==> src/logic/pcs_pkg.sv <==
package pcs_pkg;
  // ==================================================================
  // timing
  localparam int unsigned CLOCK_MHZ = 125;
  localparam int unsigned GATE_TIME_NS = 45;
  // gate window rounds up to whole cycles (45 ns -> 6 cycles)
  localparam int unsigned GATE_CYCLES =
    (GATE_TIME_NS * CLOCK_MHZ + 999) / 1000;
  localparam int unsigned PCI_SLOW_MHZ = 33;
  localparam int unsigned PCI_FAST_MHZ = 66;
  // ==================================================================
  // source choice encoding
  localparam logic SEL_SOURCE_B = 1'b0;
  localparam logic SEL_SOURCE_C = 1'b1;
  localparam logic SEL_RESET = SEL_SOURCE_B;
  localparam logic [1:0] SAMPLE_RESET = 2'h0;
  localparam int unsigned SYNC_STAGES = 2;
  typedef enum logic [1:0] {
    PCS_WAIT_POWER,
    PCS_GATE,
    PCS_ARMED,
    PCS_LOCKED
  } pcs_state_e;
endpackage

==> src/logic/pcs_sync.sv <==
`timescale 1ns/1ps
// ==================================================================
// two-flop level synchroniser, one per bit
module pcs_sync #(
  parameter int unsigned WIDTH = 1
) (
  input wire logic clock,
  input wire logic rst,
  input wire logic enable,
  input wire logic [WIDTH-1:0] async_in,
  output logic [WIDTH-1:0] sync_out
);
  logic [WIDTH-1:0] meta;
  initial begin
    if (WIDTH < 1) begin
      $error("pcs_sync: WIDTH must be at least 1");
    end
  end
  // meta is read only by sync_out
  always_ff @(posedge clock or posedge rst) begin
    if (rst) begin
      meta <= '0;
      sync_out <= '0;
    end else if (enable) begin
      meta <= async_in;
      sync_out <= meta;
    end
  end
endmodule

==> src/logic/pcs_clock_select.sv <==
`timescale 1ns/1ps
// Summary of operation
// - at power-up sample both bridge clocks to choose source B or C
// - choice is made once at power-up and never changed later
// - sample only after power-good rises, qualified by bridge reset
// - hold internal reset inactive for 45 ns after power-good rises
// - a correct selection gives 33 MHz PCI clocks, not 66 MHz
// - processor test port is held in reset while power-good is low, released when it rises
module pcs_clock_select (
  input wire logic clock,
  input wire logic rst,
  input wire logic clock_enable,
  input wire logic supply_power_good,
  input wire logic bridge_pci_reset_n,
  input wire logic bridge1_pci_clock_out,
  input wire logic bridge2_pci_clock_out,
  output logic clock_detect_reset_n,
  output logic source_select,
  output logic select_valid,
  output logic [6:0] pci_clock_mhz,
  output logic board_power_good,
  output logic test_port_reset
);
  import pcs_pkg::*;

  // ================================================================
  // input synchronisers
  logic [3:0] pins_sync;
  pcs_sync #(
    .WIDTH(4)
  ) u_sync (
    .clock(clock),
    .rst(rst),
    .enable(clock_enable),
    .async_in({supply_power_good, bridge_pci_reset_n,
               bridge1_pci_clock_out, bridge2_pci_clock_out}),
    .sync_out(pins_sync)
  );
  logic pg_s, prst_n_s, clk1_s, clk2_s;
  assign pg_s = pins_sync[3];
  assign prst_n_s = pins_sync[2];
  assign clk1_s = pins_sync[1];
  assign clk2_s = pins_sync[0];

  // ================================================================
  // state
  typedef struct packed {
    pcs_state_e state;
    logic [3:0] gate_count;
    logic pg_prev;
    logic irst_n;
    logic sel;
    logic valid;
    logic [6:0] mhz;
    logic pwr_good;
    logic tap_reset;
  } pcs_regs_s;

  pcs_regs_s r, next_r;

  initial begin
    if (GATE_CYCLES < 1 || GATE_CYCLES > 15) begin
      $error("pcs_clock_select: gate count does not fit counter");
    end
  end

  // a bridge clock that is still high here marks the faster source;
  // the slow source is taken unless only source C toggled high
  function automatic logic pcs_pick(input logic c1, input logic c2);
    pcs_pick = (c1 & ~c2) ? SEL_SOURCE_C : SEL_SOURCE_B;
  endfunction

  // rise of synced power-good; the level before is kept in state
  function automatic logic pcs_pg_rise(input logic level, input logic prev);
    pcs_pg_rise = level & ~prev;
  endfunction

  always_comb begin
    next_r = r;
    next_r.pg_prev = pg_s;
    next_r.pwr_good = pg_s;
    next_r.tap_reset = ~pg_s;
    // internal reset follows the bridge reset except while waiting for power, inside the gate, and when power-good drops while armed
    next_r.irst_n = prst_n_s;
    case (r.state)
      PCS_WAIT_POWER: begin
        next_r.irst_n = 1'b1;
        if (pcs_pg_rise(pg_s, r.pg_prev)) begin
          next_r.state = PCS_GATE;
          next_r.gate_count = 4'(GATE_CYCLES);
        end
      end
      PCS_GATE: begin
        // glitchy bridge clocks during supply ramp are kept out
        next_r.irst_n = 1'b1;
        if (r.gate_count <= 4'h1) begin
          next_r.state = PCS_ARMED;
          next_r.gate_count = 4'h0;
        end else begin
          next_r.gate_count = r.gate_count - 4'h1;
        end
      end
      PCS_ARMED: begin
        if (!pg_s) begin
          // back to waiting: internal reset must not leak out early
          next_r.state = PCS_WAIT_POWER;
          next_r.irst_n = 1'b1;
        end else if (!prst_n_s) begin
          next_r.sel = pcs_pick(clk1_s, clk2_s);
          next_r.valid = 1'b1;
          next_r.mhz = 7'(PCI_SLOW_MHZ);
          next_r.state = PCS_LOCKED;
        end
      end
      PCS_LOCKED: begin
        // later resets leave the choice alone; only rst clears it
        next_r.state = PCS_LOCKED;
      end
      default: begin
        next_r.state = PCS_WAIT_POWER;
      end
    endcase
  end

  always_ff @(posedge clock or posedge rst) begin
    if (rst) begin
      r.state <= PCS_WAIT_POWER;
      r.gate_count <= 4'h0;
      r.pg_prev <= 1'b0;
      r.irst_n <= 1'b1;
      r.sel <= SEL_RESET;
      r.valid <= 1'b0;
      r.mhz <= 7'h00;
      r.pwr_good <= 1'b0;
      r.tap_reset <= 1'b1;
    end else if (clock_enable) begin
      r <= next_r;
    end
  end

  assign clock_detect_reset_n = r.irst_n;
  assign source_select = r.sel;
  assign select_valid = r.valid;
  assign pci_clock_mhz = r.mhz;
  assign board_power_good = r.pwr_good;
  assign test_port_reset = r.tap_reset;
endmodule

==> config.mk <==
export PLATFORM = sky130hd
export DESIGN_NAME = pcs_clock_select
export DESIGN_NICKNAME = d
export VERILOG_FILES = /design/src/logic/pcs_pkg.sv /design/src/logic/pcs_sync.sv /design/src/logic/pcs_clock_select.sv
export SDC_FILE = /design/constraint.sdc
export NUM_CORES = 1
export LEC_CHECK = 0
export ABC_AREA = 1
export ABC_CLOCK_PERIOD_IN_PS = 1700
export CAP_MARGIN = 0
export CORE_UTILIZATION = 50
export CTS_CLUSTER_DIAMETER = 200
export DETAILED_ROUTE_END_ITERATION = 16
export DONT_BUFFER_PORTS = 1
export SLEW_MARGIN = 40
export SYNTH_ARGS = -nofsm -noshare
export SYNTH_HDL_FRONTEND = slang
export SYNTH_HIERARCHICAL = 1
export SYNTH_SLANG_ARGS = --single-unit
==> constraint.sdc <==
create_clock -name clock -period 1.7 [get_ports clock]
set_input_delay 0.17 -clock clock [delete_from_list [all_inputs] [get_ports clock]]
set_output_delay 0.17 -clock clock [all_outputs]
set_load 0.03 [all_outputs]
Word level (Yosys, flattened, before mapping):

Index checks and enable logic that the tools add are counted.
Widths: inputs -> output; s select.

* register bits: 20
* output and inout port bits: 12

* equal/unequal tests: 6
* add/sub/neg operators: 1
* bitwise gates (word level): 6
* $lt $le $gt $ge: 1
* reduce and logical (&&, ||, !) cells: 6
* mux-type cells: 10

Operator list (count)
* $pmux 2 s4: 1
* $pmux 4 s2: 1
* $reduce_and 4->1: 2
* $mux 2: 3
* $mux 6: 1
* $eq 2x2->1 const B: 2
* $le 4x1->1 const B: 1
* $mux 4: 1
* $ne 2x2->1 const B: 2
* $not 1->1: 4
* $sub 4x1->4 const B: 1
* $ne 3x3->1 const B: 1
* $reduce_and 3->1: 1
* $and 1x1->1: 2
* $eq 2x1->1 const B: 1
* $logic_not 2->1: 1
* $mux 1: 2
* $pmux 1 s2: 1
* $reduce_bool 2->1: 1
* $reduce_or 2->1: 1

Logic depth before layout (Yosys ltp):

Gate-level depths: netlist of the first run.

* depth in word-level cells: 4
* depth in mapped cells: 8

Modules after synthesis:

The synthesis of the first run kept the hierarchy.

By module, submodules not included
* pcs_clock_select: times used 1, cells each 86, seq. area each 277.8 um2, area each 684.4 um2
* pcs_sync: times used 1, cells each 35, seq. area each 200.2 um2, area each 309.0 um2

Worst setup path after synthesis of the first run:

No wires, ideal clock.

* kind: register -> register
* from: reg r[13] (netlist name)
* to: reg r[18] (netlist name)
* period minus slack after synthesis: 1.170 ns
* buffers on the path: 0
* stages on the path, launching flop included: 8
* slack: 0.530 ns
* arrival: 1.094 ns
* path through: dfrtp_1 -> inv_1 -> ha_1 -> o21ai_2 -> nand2_1 -> nand3_2 -> nand2_1 -> o21ai_1

* word-level cells in the longest chain between the ends: 3

RTL lines
* from (decl): RTL line pcs_clock_select.sv:59 `pcs_regs_s r, next_r;`
* from (signal assigned): RTL line pcs_clock_select.sv:137 `r <= next_r;`
* $le 4x1->1: RTL line pcs_clock_select.sv:96 `if (r.gate_count <= 4'h1) begin`
* $ne 2x2->1 (no line)
* $reduce_and 4->1 (no line)

No other way between the ends.
A chain may end at the register's enable or synchronous reset.

Final worst setup path of the first run:

* from: reg r[13] (netlist name)
* to: reg r[13] (netlist name)

* word-level cells in the longest chain between the ends: 3
* elaborated cells between the ends (all ways): 4
* classes of those cells: add/sub: 1; order compare: 1; mux: 2

RTL lines
* $sub 4x1->4 / $le 4x1->1 (equally long branches): RTL line pcs_clock_select.sv:100, pcs_clock_select.sv:96
* $mux 4 *: RTL line pcs_clock_select.sv:96
* $pmux 4 s2 *: RTL line pcs_clock_select.sv:85 `case (r.state)`

Every way passes the cells marked *; elsewhere a longest branch is shown, timed or not.

==> results.md, run 1 <==
* Non-Filler Instances at 153
* Fin nets at 138
* Final hold violation count at 0
* Slowest cell on crit path: dfrtp_1
* Clock Root Buffer: clkbuf_4
* Post-route cell area at 1070 um2
* RSZ-0062 raised after global routing: no
* Data required time of the worst path at 1.92 ns
* Sw Pwr at 717 uW
* Sequential-to-total area share from yosys stat at 0.481
* Area of all sequential standard cells at 478 um2
* Fmax at between 700 and 800 MHz
* Die Y-Extent at 46.6 um
* P_int at around 910 uW
* Routability Congestion at 0.797
* Clock network power share at 0.135
* Top Ports at 19
* First-pass GRT wire length at 2720 um
* Clock Tree Buf Depth at 2
* Core ar. at approximately 1800 um2
* Tcrit/Tclk final at 0.771
* Logic pwr share at 0.406
* Sequential Power Share at 0.459
* Fin Clk Skew at about 0.00055 ns
* Crit start category: register
* Port bufs at 0
* Min cycle time layout at 1.31 ns
* Vias in the first global route at 639
* Synth unique cells at 24
* Area grow syn2layout at 7.93%
* Layout cell share with drive strength beyond 1 at 0.148
* Critical path class: register to register
* Yosys synthesis warning count at 6
* Drt pass-1 iters at 4
* Final HPWL DP at around 1100 um
* CTS tree: yes
* Commonest non-fill, non-tap cell in the layout: nand2_1
* Initial Utilization at 0.551
* Post-CTS setup buffers at 0
* Pwr Density at 1510 nW/um2
* Final Setup Violations at 0
* Area post-placement at 976 um2
* Total power at around 1.6 mW
* Pin count of the biggest net entering global routing at 12
* Post-DR wirelength/cell at 10.2 um
* Synthesized instance count at 121
* Dpl cells at 142
* Max-Cap Viols at 0
* H-tree levels at 1
* Hold Path Class: input port to register
* Filler cells at between 150 and 200
* DIE WIDTH at 46.6 um
* Clk pin slew, worst setup/hold paths at 0.10 ns
* Initial antenna violation count at 0
* Leak at approximately 0.56 nW
* TNS Setup at 0 ns
* Drt first-iter violations at 11
* Outcome: complete, no violations
* Flops & latches, synth at 19
* Clock insertion delay at the later pin of the skew report at roughly 0.29 ns
* CTS buffer count at 3
* Via density at 4.62
* Routed Antenna Nets at 0
* Die area at 2170 um2
* Synth Cell Area at 993 um2
* Total Wirelength at between 1500 and 2000 um
* Row count at 15
* Clock sinks at 19
* Crit path capture type: register
* Global-route total usage across every layer at 0.181
* Vias at between 700 and 800
* Max stage delay on crit path at 0.38 ns
* Area used by multi-input combinational logic at 404 um2
* Worst EP arrival at 1.54 ns
* Pins Over Slew Limit at 0
* Drc violations at 0
* Most frequent cells in the layout: nand2_1 (41), dfrtp_1 (17), inv_1 (11), nor2_1 (9), dlygate4sd3_1 (7)
* Sw frac at 0.442
* CP max FO at 4
* GR Overflow Total at 0
* Peak VDD IR at around 0.8 mV
* Avg Cell Area, Syn at between 8 and 9 um2
* Cell-by-cell trace of the critical path: inv_1 > ha_1 > o21ai_2 > nand2_1 > nor2_1 > nand2_1 > o21ai_2
* N_diodes at 0
## cells by family (layout without fill, tap and decap cells)
| family | count (synthesis) | in the layout | share of synthesized area |
|---|---|---|---|
| other | 1 | 5 | 0.00377 |
| flip-flops | 19 | 19 | 0.481 |
| AND/OR/NAND/NOR | 62 | 62 | 0.275 |
| adder cells (fa/ha/maj) | 2 | 2 | 0.0252 |
| buffers and inverters | 23 | 26 | 0.127 |
| AO/OA/AOI/OAI | 14 | 14 | 0.0882 |
## power groups by stage
stage               combinational (mW)  clock [mW]  sequential, mW
floorplan                        0.578           0           0.754
global placement                 0.634           0           0.749
detailed placement               0.651           0           0.752
CTS                              0.668       0.227           0.744
global route                     0.758       0.253           0.766
finish                           0.660       0.219           0.745
## worst max-delay path, delay by kind of cell (launching register included)
family          cells  cell delay [ns]
flops               1             0.38
compound gates      2             0.25
simple gates        3             0.28
fa+ha+maj           1             0.24
buf+inv             1             0.10
## what timing repair did
action	4_1_cts	5_1_grt
hold buffers	6	1
gates resized for setup	0	0
endpoints found under the hold margin	27	1
## per-stage QoR
stage	hold slack [ns]	util	worst slack [ns]
after detailed placement	0.0179	0.542	0.404
after global routing	0.0179	0.595	0.298
after CTS	0.00192	0.590	0.371
final	0.0221	0.595	0.389
after global placement	0.0193	0.542	0.464
after floorplan	-0.0143	-	0.530
## sequential cells by signal, summed over array words and instances (netlist names)
register              count
r                         6
u_sync/meta               4
u_sync/sync_out           4
board_power_good          1
clock_detect_reset_n      1
pci_clock_mhz             1
source_select             1
test_port_reset           1
## final timing paths
kind | endpoint | start | depth (start not counted) | slack [ns]
worst max-delay path | r[13] | r[13] | 7 | 0.39
worst min-delay path | test_port_reset | clock_enable | 2 | 0.02
worst max register to register | r[13] | r[13] | 7 | 0.39
worst min register to register | u_sync/meta[3] | u_sync/meta[3] | 2 | 0.48
max in group asynchronous | test_port_reset | rst | 2 | 1.05
min in group asynchronous | u_sync/sync_out[1] | rst | 2 | 0.28
## final cells by class
type	instances	area share
tap	25	0.0292
clock buffer	4	0.0245
multi-input combinational	83	0.377
timing repair buffer	8	0.0723
inverter	14	0.0513
sequential	19	0.446
## cell usage after synthesis
master     n  area share
o21ai_0    3       0.015
conb_1     1      0.0038
nand2_1   41        0.15
nand3b_1   1      0.0076
nand3_2    1       0.010
nand2_4    2       0.023
inv_4      1      0.0063
o21ai_1    3       0.015
ha_1       2       0.025
o211ai_1   1      0.0076
nor2_1     9       0.034
buf_6      1       0.011
nand2_2    2       0.013
o21ai_2    3       0.026
a31oi_1    1      0.0063
dfrtp_1   17        0.43
inv_2      2      0.0076
buf_4      8       0.060
or2_2      2       0.013
a21oi_1    2       0.010
inv_1     11       0.042
o21a_1     1      0.0076
dfstp_2    2       0.053
nand3_1    4       0.020
## per-layer routing
layer | share of wire | GRT usage | vias up
met1 | 0.54 | 0.261 | 312
li1 | - | - | 376
met5 | 0 | 0 | -
met2 | 0.42 | 0.247 | 17
met3 | 0.039 | 0.0667 | 2
met4 | 0.0064 | 0.0588 | 0
No activity file was read; power rests on OpenSTA's default activity.
==> inputs of run 2 (changes only) <==
--- a/config.mk
+++ b/config.mk
@@ -6,12 +6,13 @@
 export NUM_CORES = 1
 export LEC_CHECK = 0
 export ABC_AREA = 1
-export ABC_CLOCK_PERIOD_IN_PS = 1700
+export ABC_CLOCK_PERIOD_IN_PS = 1100
 export CAP_MARGIN = 0
 export CORE_UTILIZATION = 50
 export CTS_CLUSTER_DIAMETER = 200
 export DETAILED_ROUTE_END_ITERATION = 16
 export DONT_BUFFER_PORTS = 1
+export PLACE_DENSITY = 0.68
 export SLEW_MARGIN = 40
 export SYNTH_ARGS = -nofsm -noshare
 export SYNTH_HDL_FRONTEND = slang
==> constraint.sdc (replaced) <==
create_clock -name clock -period 1.1 [get_ports clock]
set_input_delay 0.11 -clock clock [delete_from_list [all_inputs] [get_ports clock]]
set_output_delay 0.11 -clock clock [all_outputs]
set_load 0.03 [all_outputs]
==> results.md, run 2 (synthesis gave the netlist of run 1 again) <==
* Outcome: finished with violations (was complete, no violations)
* Failing checks: setup timing
* Most frequent cells in the layout: nand2_1 (39), dfrtp_1 (16), buf_4 (10), inv_1 (8), nor2_1 (6) (was nand2_1 (41), dfrtp_1 (17), inv_1 (11), nor2_1 (9), dlygate4sd3_1 (7))
* Leak at 0.620 nW (was 0.558 nW)
* N_diodes at 0 (unchanged)
* DIE WIDTH at 46.6 um (unchanged)
* CP max FO at 4 (unchanged)
* Global-route total usage across every layer at 0.195 (was 0.181)
* Dpl cells at 151 (was 142)
* Slowest cell on crit path: dfrtp_1 (unchanged)
* Fin Clk Skew at 0.00628 ns (was 0.000554 ns)
* Pins Over Slew Limit at 0 (unchanged)
* Max-Cap Viols at 0 (unchanged)
* Min cycle time layout at 1.23 ns (was 1.31 ns)
* Setup WS post-layout at -0.125 ns (was 0.389 ns)
* Vias in the first global route at 735 (was 639)
* Area grow syn2layout at 22.3% (was 7.93%)
* Peak VDD IR at 1.22 mV (was 0.808 mV)
* Total power at 2.99 mW (was 1.62 mW)
* Biggest regs: r (6), u_sync/meta (4), u_sync/sync_out (4) (unchanged)
* Pin count of the biggest net entering global routing at 15 (was 12)
* Drc violations at 0 (unchanged)
* Max reg flops at 6 (unchanged)
* Vias at 782 (was 707)
* Largest register by flop count: r (unchanged)
* Clock sinks at 19 (unchanged)
* Routability Congestion at 0.769 (was 0.797)
* Pwr Density at 2460 nW/um2 (was 1510 nW/um2)
* Layout cell share with drive strength beyond 1 at 0.304 (was 0.148)
* CP Buf/Inv Count at 1 (unchanged)
* TNS Setup at -0.440 ns (was 0 ns)
* Core ar. at 1800 um2 (unchanged)
* Top Ports at 19 (unchanged)
* Data required time of the worst path at 1.32 ns (was 1.92 ns)
* Port bufs at 0 (unchanged)
* Final hold violation count at 0 (unchanged)
* Routed Antenna Nets at 0 (unchanged)
* Fin nets at 148 (was 138)
* Non-Filler Instances at 163 (was 153)
* First-pass GRT wire length at 3000 um (was 2720 um)
* Die Y-Extent at 46.6 um (unchanged)
* Final Setup Violations at 6 (was 0)
* Clock Root Buffer: clkbuf_4 (unchanged)
* RSZ-0062 raised after global routing: yes (was no)
* Crit start category: register (unchanged)
* Clk pin slew, worst setup/hold paths at 0.11 ns (was 0.10 ns)
* Fin util at 0.674 (was 0.595)
* Tightest hold margin at 0.0567 ns (was 0.0221 ns)
* Worst EP arrival at 1.45 ns (was 1.54 ns)
* Fmax at 816 MHz (was 763 MHz)
* Hold Path Class: input port to register (unchanged)
* Die area at 2170 um2 (unchanged)
* Max stage delay on crit path at 0.45 ns (was 0.38 ns)
* Initial Utilization at 0.551 (unchanged)
* Clock Tree Buf Depth at 2 (unchanged)
* Drt pass-1 iters at 5 (was 4)
* Crit path capture type: register (unchanged)
* Row count at 15 (unchanged)
* Critical path class: register to register (unchanged)
* CTS buffer count at 3 (unchanged)
* Cell-by-cell trace of the critical path: inv_2 > ha_4 > o21ai_4 > nand2_2 > nand3_4 > nand2_1 > o21ai_1 (was inv_1 > ha_1 > o21ai_2 > nand2_1 > nor2_1 > nand2_1 > o21ai_2)
* Filler cells at 160 (was 171)
* Total Wirelength at 1830 um (was 1550 um)
* Post-DR wirelength/cell at 11.2 um (was 10.2 um)
* Cell family with most CP delay: flip-flops (unchanged)
* Clock insertion delay at the later pin of the skew report at 0.29 ns (about the same)
* Final HPWL DP at 1260 um (was 1120 um)
* Via density at 4.80 (was 4.62)
* Initial antenna violation count at 0 (unchanged)
* Commonest non-fill, non-tap cell in the layout: nand2_1 (unchanged)
* CTS tree: yes (unchanged)
* GR Overflow Total at 0 (unchanged)
* Drt first-iter violations at 25 (was 11)
* Tcrit/Tclk final at 1.11 (was 0.771)
* H-tree levels at 1 (unchanged)
==> run 2: changes by cell type in the layout (fill, tap and decap cells not counted), moves of 2 or more <==
cell / before / now
nor2_1: 9 / 6
dlygate4sd3_1: 7 / 5
inv_1: 11 / 8
ha_4: 0 / 2
inv_2: 2 / 5
buf_4: 1 / 10
nand2_1: 41 / 39
buf_6: 0 / 2
nand2_2: 2 / 4
nor2_2: 0 / 3
ha_1: 2 / 0
==> run 2: worst paths after layout <==
kind	startpoint	to	slack, ns	cells after the start
min in group asynchronous	rst	u_sync/sync_out[0]	0.22	2
worst max register to register	r[13]	r[17]	-0.13	7
worst min-delay path	clock_enable	source_select	0.06	3
max in group asynchronous	rst	test_port_reset	0.49	2
worst max-delay path	r[13]	r[17]	-0.13	7
worst min register to register	u_sync/meta[2]	u_sync/meta[2]	0.48	2
==> run 2: final cells by class <==
class | count | area [um2] | share of cell area
Inverter | 14 | 55.1 | 0.0453
Sequential cell | 19 | 479 | 0.394
Tap cell | 25 | 31.3 | 0.0257
Clock buffer | 4 | 26.3 | 0.0216
Multi-Input combinational cell | 83 | 463 | 0.381
Timing Repair Buffer | 18 | 160 | 0.132
==> run 2: stage by stage <==
stage                     area, um2  setup slack, ns
after floorplan                1020         0.000923
after global placement         1060          -0.0451
after detailed placement       1060          -0.0953
after CTS                      1180           -0.107
after global routing           1210           -0.179
final                          1210           -0.125
==> run 2: power by group <==
group | internal, mW | total (mW) | switching (mW)
Clock | 0.141 | 0.348 | 0.207
Sequential | 0.904 | 1.08 | 0.176
Combinational | 0.639 | 1.57 | 0.926
Total | 1.68 | 2.99 | 1.31
==> run 2: layer usage <==
layer / GRT usage / vias to the layer above / wire (um)
met3: 0.0235 / 0 / 73
met5: 0 / - / 0
met2: 0.319 / 22 / 866
met1: 0.262 / 369 / 888
met4: 0.0706 / 0 / 0
li1: - / 391 / -
==> run 2: repair_timing <==
item | in CTS | in global routing
hold endpoints to repair | 28 | 0
gates cloned | 0 | 0
gates resized for setup | 6 | 11
hold buffers | 6 | 0
setup buffers | 1 | 1
endpoints found under the setup margin | 7 | 18
pin swaps | 7 | 4
==> run 2: worst register-to-register path, delay by kind of cell (launching register included) <==
family / cells / cell delay [ns]
flip-flops: 1 / 0.45
AND/OR/NAND/NOR: 3 / 0.25
adder cells (fa/ha/maj): 1 / 0.17
buffers and inverters: 1 / 0.07
AO/OA/AOI/OAI: 2 / 0.22
